**src/design/scp_pkg.sv**
```systemverilog
package scp_pkg;

  // Register byte offsets on the bus.
  localparam logic [7:0] ADR_TRIM = 8'h00;
  localparam logic [7:0] ADR_DIV = 8'h04;
  localparam logic [7:0] ADR_CTRL = 8'h08;
  localparam logic [7:0] ADR_STAT = 8'h0c;
  localparam int REG_N = 4;

  // Source select fuse codes.
  localparam logic [3:0] SRC_EXT = 4'h0;
  localparam logic [3:0] SRC_RC = 4'h2;
  localparam logic [3:0] SRC_LF_LO = 4'h4;
  localparam logic [3:0] SRC_LF_HI = 4'h7;

  // Start-up fuse codes.
  localparam logic [1:0] SUT_NONE = 2'h0;
  localparam logic [1:0] SUT_SHORT = 2'h1;
  localparam logic [1:0] SUT_LONG = 2'h2;
  localparam logic [1:0] SUT_RSVD = 2'h3;

  // Divider register layout.
  localparam int DIV_UNLOCK_BIT = 7;
  localparam logic [7:0] DIV_UNLOCK_PAT = 8'h80;
  localparam logic [3:0] DIV_SEL_ONE = 4'h0;
  localparam logic [3:0] DIV_SEL_FUSE8 = 4'h3;
  localparam logic [3:0] DIV_SEL_MAX = 4'h8;
  localparam logic [2:0] UNLOCK_CYCLES = 3'h4;

  // Control and status layout.
  localparam int CTRL_TMR_BIT = 0;
  localparam int STAT_STATE_LSB = 0;
  localparam int STAT_SRC_LSB = 8;
  localparam int STAT_DIV_LSB = 12;
  localparam int STAT_BAD_BIT = 16;

  // Start-up counts, in ticks of the oscillator that times them.
  localparam int CNT_W = 17;
  localparam logic [16:0] RST_CK = 17'h0000e;
  localparam logic [16:0] WAKE_SHORT_CK = 17'h00006;
  localparam logic [16:0] WAKE_LF_SHORT_CK = 17'h00400;
  localparam logic [16:0] WDT_SHORT_TICKS = 17'h01000;
  localparam int WDT_LONG_TICKS = 65536;
  localparam int WAKE_LF_LONG_CK = 32768;

  // Nominal RC rate and maximum external clock rate.
  localparam int RC_NOMINAL_KHZ = 8000;
  localparam int EXT_MAX_KHZ = 16000;

  typedef enum logic [4:0] {
    ST_HOLD = 5'h01,
    ST_WDT = 5'h02,
    ST_CKCNT = 5'h04,
    ST_RUN = 5'h08,
    ST_SLEEP = 5'h10
  } scp_state_t;

  typedef struct packed {
    logic [3:0] clock_source_select_fuses;
    logic [1:0] startup_time_fuses;
    logic divide_by_eight_fuse;
    logic clock_output_fuse;
  } scp_fuse_t;

  typedef struct packed {
    logic lf_xtal;
    logic rc;
    logic ext;
  } scp_src_t;

  typedef struct packed {
    logic io;
    logic adc;
    logic cpu;
    logic flash;
  } scp_clk_en_t;

endpackage

```
**src/design/scp_tick_sync.sv**
```systemverilog
`timescale 1ns/1ns
module scp_tick_sync (
  // Clock and reset.
  input wire logic clk,
  input wire logic sys_rst,
  // Pin and its rising edge.
  input wire logic pin_in,
  output logic tick
);

  logic meta_r, meta_nxt;
  logic sync_r, sync_nxt;
  logic prev_r, prev_nxt;
  logic tick_r, tick_nxt;

  // The edge detector reads the second stage and its delayed copy, never the first.
  always_comb begin
    meta_nxt = pin_in;
    sync_nxt = meta_r;
    prev_nxt = sync_r;
    tick_nxt = sync_r & ~prev_r;
  end

  always_ff @(posedge clk) begin
    if (sys_rst) begin
      // Stages reset high, so a pin already high at release is not taken
      // for a fresh edge.
      meta_r <= 1'b1;
      sync_r <= 1'b1;
      prev_r <= 1'b1;
      tick_r <= 1'b0;
    end else begin
      meta_r <= meta_nxt;
      sync_r <= sync_nxt;
      prev_r <= prev_nxt;
      tick_r <= tick_nxt;
    end
  end

  assign tick = tick_r;

endmodule

```
**src/design/scp_prescale.sv**
```systemverilog
`timescale 1ns/1ns
module scp_prescale (
  // Clock and reset.
  input wire logic clk,
  input wire logic sys_rst,
  // Requested and active division select.
  input wire logic [3:0] sel_req,
  output logic [3:0] sel_act,
  // One pulse per divided period.
  output logic tick
);

  logic [7:0] cnt_r, cnt_nxt;
  logic [3:0] act_r, act_nxt;
  logic tick_r, tick_nxt;
  logic [7:0] mask;

  // A new factor is taken only at the end of a period, so no period is
  // ever shorter than both the old and the new one.
  always_comb begin
    mask = 8'((9'h001 << act_r) - 9'h001);
    tick_nxt = ((cnt_r & mask) == mask);
    cnt_nxt = tick_nxt ? 8'h00 : 8'(cnt_r + 8'h01);
    act_nxt = tick_nxt ? sel_req : act_r;
  end

  always_ff @(posedge clk) begin
    if (sys_rst) begin
      cnt_r <= 8'h00;
      act_r <= sel_req;
      // Ticking on every reset cycle keeps the clock pin alive while reset
      // is held; the division factor only applies after release.
      tick_r <= 1'b1;
    end else begin
      cnt_r <= cnt_nxt;
      act_r <= act_nxt;
      tick_r <= tick_nxt;
    end
  end

  assign sel_act = act_r;
  assign tick = tick_r;

endmodule

```
**src/design/scp_top.sv**
```systemverilog
// Summary of operation
// Source codes 0100 to 0111 select the low-frequency watch crystal.
// Watch crystal reset delay: 14 clocks, plus 4.1 or 65 ms; 11 reserved.
// Watch crystal wake takes 1K clocks for 0100/0110, 32K for 0101/0111.
// Source code 0010 selects the internal 8 MHz RC oscillator.
// During reset the factory calibration byte is loaded into the trim.
// RC wake takes 6 clocks; reset delay 14 clocks plus fuse-chosen extra.
// The watchdog oscillator times the reset time-out for every source.
// The timer oscillator is usable only while the RC oscillator runs.
// Seven trim bits raise RC frequency monotonically from zero to 0x7f.
// Software keeps trim under 10% above nominal while writing memory.
// Source code 0000 selects an external clock of 0 to 16 MHz.
// External clock wake takes 6 clocks; reset delay as for the RC.
// The external clock changes under 2% per cycle, else reset is held; no logic here checks the clock or holds reset.
// The clock output fuse drives the divided clock on the pin, even in reset; in reset the pin toggles every cycle, undivided.
// One prescale factor divides io, adc, cpu and flash clocks alike.
// Divider register: unlock bit 7, select bits 3..0, bits 6..4 zero.
// Unlock alone, then write select within four cycles; unlock self-clears.
// Select codes 0 to 8 divide by 1 to 256; 9 to 15 are reserved.
// Reset loads select 0011 with the divide-by-eight fuse, else 0000.
// Fuse values are sampled at reset and held static afterwards.
`timescale 1ns/1ns
module scp_top #(
  parameter int P_WDT_LONG = scp_pkg::WDT_LONG_TICKS,
  parameter int P_WAKE_LONG = scp_pkg::WAKE_LF_LONG_CK
) (
  // Clock and reset.
  input wire logic clk,
  input wire logic sys_rst,
  // Static configuration.
  input wire scp_pkg::scp_fuse_t fuses,
  input wire logic [7:0] cal_byte,
  // Oscillator pins, asynchronous.
  input wire logic osc_clk_pin,
  input wire logic wdt_osc_pin,
  // Sleep control from the core.
  input wire logic sleep_req,
  input wire logic wake_req,
  // Wishbone slave.
  input wire logic wb_cyc_i,
  input wire logic wb_stb_i,
  input wire logic wb_we_i,
  input wire logic [7:0] wb_adr_i,
  input wire logic [3:0] wb_sel_i,
  input wire logic [31:0] wb_dat_i,
  output logic [31:0] wb_dat_o,
  output logic wb_ack_o,
  // Clock enables and oscillator control.
  output scp_pkg::scp_clk_en_t clk_en,
  output scp_pkg::scp_src_t osc_sel,
  output logic [6:0] rc_trim_value,
  output logic timer_osc_en,
  // Clock output pin.
  output logic clock_output_pin_o,
  output logic clock_output_pin_oe
);

  scp_pkg::scp_fuse_t fuse_r;
  scp_pkg::scp_state_t state_r, state_nxt;
  scp_pkg::scp_src_t src_r, src_nxt;
  scp_pkg::scp_clk_en_t en_r, en_nxt;
  logic [scp_pkg::CNT_W-1:0] cnt_r, cnt_nxt;
  logic [7:0] trim_r, trim_nxt;
  logic [3:0] div_sel_r, div_sel_nxt;
  logic [2:0] unlock_r, unlock_nxt;
  logic ctrl_r, ctrl_nxt, ack_r, ack_nxt;
  logic [31:0] dat_r, dat_nxt;
  logic clock_output_pin_r, clock_output_pin_nxt;
  logic clock_output_pin_oe_r, clock_output_pin_oe_nxt;
  logic tmr_r, tmr_nxt;
  logic [1:0] pin_in, tick;
  logic presc_tick;
  logic [3:0] div_act;
  logic [scp_pkg::REG_N-1:0] hit;
  logic wr, bad;

  // One-hot register decode, shared by reads and writes.
  function automatic logic [scp_pkg::REG_N-1:0] reg_hit(
    input logic [7:0] adr
  );
    reg_hit = {adr == scp_pkg::ADR_STAT, adr == scp_pkg::ADR_CTRL,
               adr == scp_pkg::ADR_DIV, adr == scp_pkg::ADR_TRIM};
  endfunction

  // Wake-up count in ticks of the selected oscillator.
  function automatic logic [scp_pkg::CNT_W-1:0] wake_count(
    input scp_pkg::scp_fuse_t f
  );
    logic [3:0] cs;
    cs = f.clock_source_select_fuses;
    if (cs >= scp_pkg::SRC_LF_LO && cs <= scp_pkg::SRC_LF_HI) begin
      wake_count = cs[0] ? scp_pkg::CNT_W'(P_WAKE_LONG) :
                   scp_pkg::WAKE_LF_SHORT_CK;
    end else begin
      wake_count = scp_pkg::WAKE_SHORT_CK;
    end
  endfunction

  assign pin_in = {wdt_osc_pin, osc_clk_pin};

  // Index 0 counts source clocks, index 1 watchdog oscillator periods.
  generate
    for (genvar i = 0; i < 2; i++) begin : g_sync
      scp_tick_sync u_sync (
        .clk(clk),
        .sys_rst(sys_rst),
        .pin_in(pin_in[i]),
        .tick(tick[i])
      );
    end
  endgenerate

  scp_prescale u_presc (
    .clk(clk),
    .sys_rst(sys_rst),
    .sel_req(div_sel_r),
    .sel_act(div_act),
    .tick(presc_tick)
  );

  // Register bus. A request is acknowledged one cycle after it appears
  // and writes take effect on the edge that samples the acknowledge.
  always_comb begin
    hit = reg_hit(wb_adr_i);
    ack_nxt = wb_cyc_i & wb_stb_i & ~ack_r;
    wr = wb_cyc_i & wb_stb_i & wb_we_i & ack_r & wb_sel_i[0];
    dat_nxt = 32'h00000000;
    if (ack_nxt && !wb_we_i) begin
      if (hit[0]) begin
        dat_nxt[7:0] = trim_r;
      end
      if (hit[1]) begin
        dat_nxt[scp_pkg::DIV_UNLOCK_BIT] = (unlock_r != 3'h0);
        dat_nxt[3:0] = div_sel_r;
      end
      if (hit[2]) begin
        dat_nxt[scp_pkg::CTRL_TMR_BIT] = ctrl_r;
      end
      if (hit[3]) begin
        dat_nxt[scp_pkg::STAT_STATE_LSB +: 5] = state_r;
        dat_nxt[scp_pkg::STAT_SRC_LSB +: 3] = src_r;
        dat_nxt[scp_pkg::STAT_DIV_LSB +: 4] = div_act;
        dat_nxt[scp_pkg::STAT_BAD_BIT] = bad;
      end
    end
    trim_nxt = trim_r;
    ctrl_nxt = ctrl_r;
    div_sel_nxt = div_sel_r;
    // The unlock window counts down on its own; a second unlock write
    // while it runs neither extends nor clears it.
    unlock_nxt = (unlock_r != 3'h0) ? 3'(unlock_r - 3'h1) : 3'h0;
    if (wr && hit[0]) begin
      trim_nxt = wb_dat_i[7:0];
    end
    if (wr && hit[2]) begin
      ctrl_nxt = wb_dat_i[scp_pkg::CTRL_TMR_BIT];
    end
    if (wr && hit[1]) begin
      if (wb_dat_i[7:0] == scp_pkg::DIV_UNLOCK_PAT) begin
        if (unlock_r == 3'h0) begin
          unlock_nxt = scp_pkg::UNLOCK_CYCLES;
        end
      end else if (!wb_dat_i[scp_pkg::DIV_UNLOCK_BIT] &&
                   unlock_r != 3'h0) begin
        unlock_nxt = 3'h0;
        // Reserved codes are dropped so the divider never leaves 1..256.
        if (wb_dat_i[3:0] <= scp_pkg::DIV_SEL_MAX) begin
          div_sel_nxt = wb_dat_i[3:0];
        end
      end
    end
  end

  always_ff @(posedge clk) begin
    if (sys_rst) begin
      ack_r <= 1'b0;
      dat_r <= 32'h00000000;
      trim_r <= cal_byte;
      ctrl_r <= 1'b0;
      unlock_r <= 3'h0;
      div_sel_r <= fuses.divide_by_eight_fuse ? scp_pkg::DIV_SEL_FUSE8 :
                   scp_pkg::DIV_SEL_ONE;
    end else begin
      ack_r <= ack_nxt;
      dat_r <= dat_nxt;
      trim_r <= trim_nxt;
      ctrl_r <= ctrl_nxt;
      unlock_r <= unlock_nxt;
      div_sel_r <= div_sel_nxt;
    end
  end

  // Fuses are caught while reset is held and never change afterwards.
  always_ff @(posedge clk) begin
    if (sys_rst) begin
      fuse_r <= fuses;
    end
  end

  // Start-up sequencer. The real-time part runs on the watchdog
  // oscillator, the clock-count part on the selected source.
  always_comb begin
    src_nxt.lf_xtal = fuse_r.clock_source_select_fuses >= scp_pkg::SRC_LF_LO
      && fuse_r.clock_source_select_fuses <= scp_pkg::SRC_LF_HI;
    src_nxt.rc = fuse_r.clock_source_select_fuses == scp_pkg::SRC_RC;
    src_nxt.ext =
      fuse_r.clock_source_select_fuses == scp_pkg::SRC_EXT;
    // Unsupported sources and the reserved start-up code halt the chip.
    bad = !(src_nxt.lf_xtal | src_nxt.rc | src_nxt.ext) ||
          fuse_r.startup_time_fuses == scp_pkg::SUT_RSVD;
    state_nxt = state_r;
    cnt_nxt = cnt_r;
    case (state_r)
      scp_pkg::ST_HOLD: begin
        if (!bad) begin
          if (fuse_r.startup_time_fuses == scp_pkg::SUT_NONE) begin
            state_nxt = scp_pkg::ST_CKCNT;
            cnt_nxt = scp_pkg::RST_CK;
          end else begin
            state_nxt = scp_pkg::ST_WDT;
            cnt_nxt = (fuse_r.startup_time_fuses == scp_pkg::SUT_SHORT) ?
                      scp_pkg::WDT_SHORT_TICKS :
                      scp_pkg::CNT_W'(P_WDT_LONG);
          end
        end
      end
      scp_pkg::ST_WDT: begin
        if (cnt_r == '0) begin
          state_nxt = scp_pkg::ST_CKCNT;
          cnt_nxt = scp_pkg::RST_CK;
        end else if (tick[1]) begin
          cnt_nxt = scp_pkg::CNT_W'(cnt_r - 1'b1);
        end
      end
      scp_pkg::ST_CKCNT: begin
        if (cnt_r == '0) begin
          state_nxt = scp_pkg::ST_RUN;
        end else if (tick[0]) begin
          cnt_nxt = scp_pkg::CNT_W'(cnt_r - 1'b1);
        end
      end
      scp_pkg::ST_RUN: begin
        if (sleep_req) begin
          state_nxt = scp_pkg::ST_SLEEP;
        end
      end
      scp_pkg::ST_SLEEP: begin
        if (wake_req) begin
          state_nxt = scp_pkg::ST_CKCNT;
          cnt_nxt = wake_count(fuse_r);
        end
      end
      default: begin
        state_nxt = scp_pkg::ST_HOLD;
      end
    endcase
  end

  // Outputs. The clock output keeps toggling in every state, reset
  // included, because the prescaler is never gated by the sequencer.
  always_comb begin
    en_nxt.io = presc_tick & (state_r == scp_pkg::ST_RUN);
    en_nxt.adc = en_nxt.io;
    en_nxt.cpu = en_nxt.io;
    en_nxt.flash = en_nxt.io;
    clock_output_pin_nxt = presc_tick;
    if (clock_output_pin_r) begin
      clock_output_pin_nxt = !presc_tick;
    end
    clock_output_pin_oe_nxt = fuse_r.clock_output_fuse;
    tmr_nxt = ctrl_r & src_r.rc;
  end

  always_ff @(posedge clk) begin
    if (sys_rst) begin
      state_r <= scp_pkg::ST_HOLD;
      cnt_r <= '0;
      src_r <= '0;
      en_r <= '0;
      clock_output_pin_r <= clock_output_pin_nxt;
      clock_output_pin_oe_r <= fuses.clock_output_fuse;
      tmr_r <= 1'b0;
    end else begin
      state_r <= state_nxt;
      cnt_r <= cnt_nxt;
      src_r <= src_nxt;
      en_r <= en_nxt;
      clock_output_pin_r <= clock_output_pin_nxt;
      clock_output_pin_oe_r <= clock_output_pin_oe_nxt;
      tmr_r <= tmr_nxt;
    end
  end

  assign wb_ack_o = ack_r;
  assign wb_dat_o = dat_r;
  assign clk_en = en_r;
  assign osc_sel = src_r;
  assign rc_trim_value = trim_r[6:0];
  assign timer_osc_en = tmr_r;
  assign clock_output_pin_o = clock_output_pin_r;
  assign clock_output_pin_oe = clock_output_pin_oe_r;
endmodule

```
**config.mk**
```make
export PLATFORM = sky130hd
export DESIGN_NAME = scp_top
export DESIGN_NICKNAME = d
export VERILOG_FILES = /design/src/design/scp_pkg.sv /design/src/design/scp_tick_sync.sv /design/src/design/scp_prescale.sv /design/src/design/scp_top.sv
export SDC_FILE = /design/constraint.sdc
export NUM_CORES = 1
export LEC_CHECK = 0
export BUFFER_PORTS_ARGS = -buffer_cell sky130_fd_sc_hd__buf_4
export CORE_MARGIN = 2
export CORE_UTILIZATION = 35
export CTS_BUF_LIST = sky130_fd_sc_hd__clkbuf_4 sky130_fd_sc_hd__clkbuf_8 sky130_fd_sc_hd__clkbuf_16
export DETAILED_ROUTE_END_ITERATION = 8
export GPL_TIMING_DRIVEN = 1
export HOLD_SLACK_MARGIN = 0.02
export PLACE_DENSITY = 0.61
export SLEW_MARGIN = 30
export SYNTH_ARGS = -nofsm -noshare
export SYNTH_HDL_FRONTEND = slang
export SYNTH_SLANG_ARGS = --single-unit
```
**constraint.sdc**
```tcl
create_clock -name clk -period 2.4 [get_ports clk]
set_clock_uncertainty 0.1 [all_clocks]
set_input_delay 0.12 -clock clk [delete_from_list [all_inputs] [get_ports clk]]
set_output_delay 0.12 -clock clk [all_outputs]
set_load 0.1 [all_outputs]
```
==> Yosys cells after proc, flatten, opt, wreduce, memory -nomap -nowiden <==
Cells that the tools add are included.
{ "classes": {"n_lt_le_gt_ge": 3, "reduce_logical": 30, "shifts": 1, "bitwise": 18, "n_eq_ne": 22, "mux": 40, "n_addsub": 4} }
{ "op_table": {"columns": ["op", "count"], "rows": [
  ["17-bit two-way mux", 8],
  ["17-bit one-hot mux with 4 select lines", 1],
  ["16-bit two-way mux", 2],
  ["4-bit two-way mux", 8],
  ["5-bit two-way mux", 6],
  ["5-bit one-hot mux with 5 select lines", 1],
  ["8-bit two-way mux", 3],
  ["3-bit two-way mux", 6],
  ["17-bit zero test", 1],
  ["17-bit by 1-bit subtractor with 17-bit output (second input constant)", 1],
  ["8-bit by 4-bit == test with 1-bit output (second input constant)", 2],
  ["2-bit != test (second input constant)", 7],
  ["2-bit nonzero test", 5],
  ["1-bit AND", 9],
  ["8-bit by 1-bit adder with 8-bit output (second input constant)", 1],
  ["8-bit AND", 1],
  ["8-bit by 3-bit == test with 1-bit output (second input constant)", 1],
  ["8-bit == test", 1],
  ["8-bit == test (second input constant)", 1],
  ["8-bit zero test", 1],
  ["1-bit by 4-bit << shifter with 8-bit output (first input constant)", 1],
  ["8-bit by 1-bit subtractor with 8-bit output (second input constant)", 1],
  ["1-bit logical AND", 6],
  ["1-bit inverter", 6],
  ["other kinds (29)", 38]
]} }
{ "totals": {"output_inout_bits": 50, "wordCells": 150, "in_bits": 69, "ff_bits": 106} }

==> Longest topological paths before layout <==
{ "depth": {"depth_word": 8, "mapped_depth": 9} }

==> Cells and area by module <==
From an unflattened synthesis, not the netlist that was laid out.
{ "hier_totals": {"hier_cells": 433, "hier_area_um2": 4301.6} }
{ "by_module_without_submodules": {"columns": ["module", "area_each_um2", "instances", "cells_per_inst", "seq_area_each_um2"], "rows": [
  ["scp_top", 3402.0, 1, 350, 1571.5],
  ["scp_prescale", 686.9, 1, 67, 300.3],
  ["scp_tick_sync", 106.4, 2, 8, 80.1]
]} }

==> Worst setup path before layout <==
Ideal clock, no wire load.
{ "synth_timing": {"kind": "register to register", "start": "register ack_r, in the netlist wb_ack_o", "end": "register div_sel_r[0] (enable)", "path_stages_with_launch": 6, "slack_ps": -208, "period_less_slack_ps": 2608, "arrival_ps": 2203, "path_cell_list": "dfxtp_1 > and4_1 > nand4_1 > or3b_2 > nor2_1 > a21o_1"} }
{ "synth_via": {"elab_chain_len": 5} }
{ "synth_lines": {"columns": ["element", "line_no", "text"], "rows": [
  ["start: declaration", "scp_top.sv:66", "logic ctrl_r, ctrl_nxt, ack_r, ack_nxt;"],
  ["start signal: assignment", "scp_top.sv:184", "ack_r <= ack_nxt;"],
  ["1-bit AND (2 in a row)", "scp_top.sv:126", "wr = wb_cyc_i & wb_stb_i & wb_we_i & ack_r & wb_sel_i[0];"],
  ["1-bit logical AND", "scp_top.sv:158", "if (wr && hit[1]) begin"],
  ["2-bit nonzero test (no source line)", null, null],
  ["4-bit AND reduction (no source line)", null, null],
  ["end signal: assignment", "scp_top.sv:181", "div_sel_r <= fuses.divide_by_eight_fuse ? scp_pkg::DIV_SEL_FUSE8 :"],
  ["end signal: assignment", "scp_top.sv:189", "div_sel_r <= div_sel_nxt;"],
  ["end: declaration", "scp_top.sv:64", "logic [3:0] div_sel_r, div_sel_nxt;"]
]} }
Every way passes these cells.
A chain may end at the register's enable or synchronous reset.

==> Worst setup path after layout <==
{ "layout_timing": {"start": "register cnt_r[1] (netlist name)", "end": "register cnt_r[10] (netlist name)"} }
{ "layout_via": {"elab_chain_len": 4} }
{ "layout_lines": {"columns": ["element", "line_no", "text"], "rows": [
  ["start: declaration", "scp_top.sv:62", "logic [scp_pkg::CNT_W-1:0] cnt_r, cnt_nxt;"],
  ["start signal: assignment", "scp_top.sv:285", "cnt_r <= cnt_nxt;"],
  ["17-bit by 1-bit subtractor with 17-bit output", "scp_top.sv:232, scp_top.sv:239", null],
  ["17-bit two-way mux (on tied branches)", "scp_top.sv:238, scp_top.sv:231", null],
  ["17-bit two-way mux (on tied branches)", "scp_top.sv:236, scp_top.sv:228", null],
  ["17-bit one-hot mux with 4 select lines", "scp_top.sv:213", "case (state_r)"]
]} }
Several ways; a longest one is shown, not always the timed one. The select of a mux whose other input is x is not followed.

==> flow_summary_export.csv <==
group,metric,value,unit
synthesis,netlist_area,4180,µm²
synthesis,ys_top_cells_by_area,"dfxtp_1 32%, edfxtp_1 17%, buf_4 4.7%",
flow_run,maxCapViolCount,0,
grt,antenna_found_initial,0,
layout,layout_commonest_cell,"buf_4",
clock_network,clk_pin_slew,0.06,ns
drt,m1WireLength,4410,µm
sta,setup_tns,0,ns
synthesis,synth_area_per_cell,9.84,µm²
placement,place_area,5050,µm²
min_path,hp-class,"primary input to flip-flop",
layout,nets,634,
sta,worst_slew_pin_slew,0.543,ns
drt,viasPerCell,4.96,
drt,vias,3520,
clock_network,h-tree-depth,3,
power,vdd_drop_max,354,µV
floorplanning,rows,39,
drt,wirelength,10100,µm
synthesis,yosysWarnings,0,
placement,portBuffers,75,
floorplanning,die-area,12800,µm²
floorplanning,io_pins,119,
run_status,status,"complete, no violations",
power,cellPowerDensity,879,nW/µm²
setup_path,crit_path_top_delay_cell,"or4b_4",
clock_network,cts.sinks,90,
drt,dr_wl_met2,5010,µm
sta,slew_headroom,63.5,%
sta,max_freq,428,MHz
synthesis,ys_ff_latch,90,
placement,dp.cells,660,
grt,first_global_vias,3402,
drt,drt_iter0_drc,191,
grt,grt_overflow,0,
setup_path,path_max_fanout,3,
setup_path,path_buf_inv,1,
grt,grt_max_degree,33,
sta,slew_violations,0,
layout,instances_no_fill,710,
power,p_leak,2.39,nW
sta,finalHoldViolations,0,
layout,design_area,5720,µm²
layout,diodes,0,
setup_path,crit_start,"cnt_r[1]",
drt,wl_per_cell,14.2,µm
drt,highest_layer,"met4",
clock_network,clk_latency,0.34,ns
synthesis,async_reset_ff_share,0,%
setup_path,max_stage_delay,0.52,ns
drt,drc,0,
setup_path,critPathRequiredTime,2.58,ns
grt,grt_use_total,15.7,%
sta,rsz0062_at_grt,"true",
synthesis,synth_top_area_share,32.1,%
layout,fillers,1033,
sta,finalSetupViolCount,0,
synthesis,yosys.area.top_type,"dfxtp_1",
sta,fin_crit_sh,97.3,%
clock_network,cts_tree,"built",
clock_network,root_buffer,"clkbuf_16",
setup_path,arrival,2.52,ns
drt,drtPass1Iterations,4,
floorplanning,core_area,11600,µm²
min_path,hp-start,"wb_we_i",
grt,grt_pass1_wl,16100,µm
synthesis,synth_ff_type,"dfxtp_1",
clock_network,clockBufferDepth,2,
layout,final_cell_mix,"117 x buf_4, 64 x dfxtp_1, 39 x nor2_1",
setup_path,end_kind,"flip-flop",
sta,period_minus_slack,2.34,ns
floorplanning,fp.dieW,113,µm
layout,area_delta_synth_final,36.8,%
drt,antenna_left,0,
clock_network,cts_buffers,9,
placement,hpwlAfterDp,7310,µm
setup_path,critPathKind,"flip-flop to flip-flop",
placement,routabilityCongestion,0.807,
synthesis,ys_types,70,
setup_path,crit_chain,"inv_2 -> ha_4 -> or3b_4 -> or4b_4 -> xor2_1 -> o21ai_0 -> or3b_1 -> a21oi_2",
floorplanning,start_util,36.2,%
setup_path,worst_r2r_startpoint,"cnt_r[1]",
drt,wl_met3,573,µm
synthesis,synthCells,425,
synthesis,synth-edff-count,23,
setup_path,cp_top_family,"simple AND/OR/NAND/NOR gates",
layout,drive_gt1_share,31.4,%
setup_path,worstSetupStartpointType,"flip-flop",
synthesis,ys_seq_area_share,48.6,%
floorplanning,die_y,113,µm
## final timing paths
kind	endpoint	slack, ns	cells after the start
max	cnt_r[10]	0.06	8
min	wb_dat_o[0]	0.03	3
max reg2reg	cnt_r[10]	0.06	8
min reg2reg	g_sync[1].u_sync.tick	0.29	1
## registers in the layout, summed over array words and instances, names as in the netlist, 3 cells and up
signal	flops
u_presc.sel_act	4
osc_sel	3
fuse_r	6
trim_r	8
div_sel_r	4
wb_dat_o	16
unlock_r	3
cnt_r	17
u_presc.cnt_r	8
state_r	5
## worst min-delay path, stage by stage
cell	delay, ns
buf_4	0.08
nand4b_1	0.16
nor2b_1	0.06
## metal layers
metal / vias up / global-route usage (%)
met2: 102 / 27.4
met1: 1643 / 19.0
met5: - / 0
met3: 5 / 3.27
met4: 0 / 5.93
li1: 1770 / -
## metrics by stage
step | hold WS [ns] | setup slack [ns] | utilization [%] | power (mW)
after global placement | 0.200 | 0.0291 | 43.7 | 3.64
after floorplan | 0.0997 | 0.00459 | - | 3.02
after detailed placement | 0.200 | -0.0126 | 43.7 | 3.67
after CTS | 0.0220 | 0.00833 | 49.1 | 5.05
final | 0.0307 | 0.0639 | 49.5 | 5.03
after global routing | 0.0547 | -0.0592 | 49.5 | 5.31
## power by group
part | total [mW] | switching [mW] | leakage [nW] | internal, mW
registers | 1.80 | 0.121 | 0.770 | 1.68
logic | 1.94 | 1.11 | 1.48 | 0.832
clock network | 1.29 | 0.575 | 0.137 | 0.714
## synth_stat cells (4+ instances only)
cell / instances
nand2b_1: 5
inv_1: 10
mux2i_1: 6
nor4_1: 7
a21oi_1: 26
and3_1: 5
nand3_1: 9
clkbuf_1: 8
buf_4: 26
edfxtp_1: 23
nand4_1: 4
o21ai_0: 18
nor3b_1: 9
or3_1: 4
and2_1: 11
nand2_1: 24
or2_2: 10
nor2_1: 40
a21o_1: 4
mux2_2: 5
nor2b_1: 6
nor3_1: 17
dfxtp_1: 67
xor2_1: 8
## cell type report
| type | instances | area (µm²) | area share [%] |
|---|---|---|---|
| flip-flops and latches | 90 | 2040 | 35.6 |
| multi-input cells | 300 | 1980 | 34.5 |
| repair buffers | 151 | 1220 | 21.3 |
| clock buffers | 10 | 233 | 4.07 |
| well taps | 143 | 179 | 3.13 |
| clock inverters | 6 | 41.3 | 0.722 |
| inverters | 10 | 37.5 | 0.656 |
## cells by family (layout without fill, tap and decap cells)
group	Yosys count	count (layout)	synth area share, %
and+or+nand+nor	173	173	24.2
other	1	16	0.0897
muxes	12	12	3.32
adders and majority gates	3	3	0.897
xor gates and xnor gates	11	11	2.30
buffers and inverters	50	177	6.91
AOI/OAI and AO/OA	85	85	13.7
DFF	90	90	48.6
## what timing repair did
action | in CTS | in global routing
gates resized for setup | 6 | 9
buffers inserted | 0 | 0
endpoints found under the hold margin | 27 | 0
endpoints found under the setup margin | 5 | 20
pin swaps | 1 | 2
hold buffers | 34 | 0
Note: power is estimated with default switching activity, not from simulation.
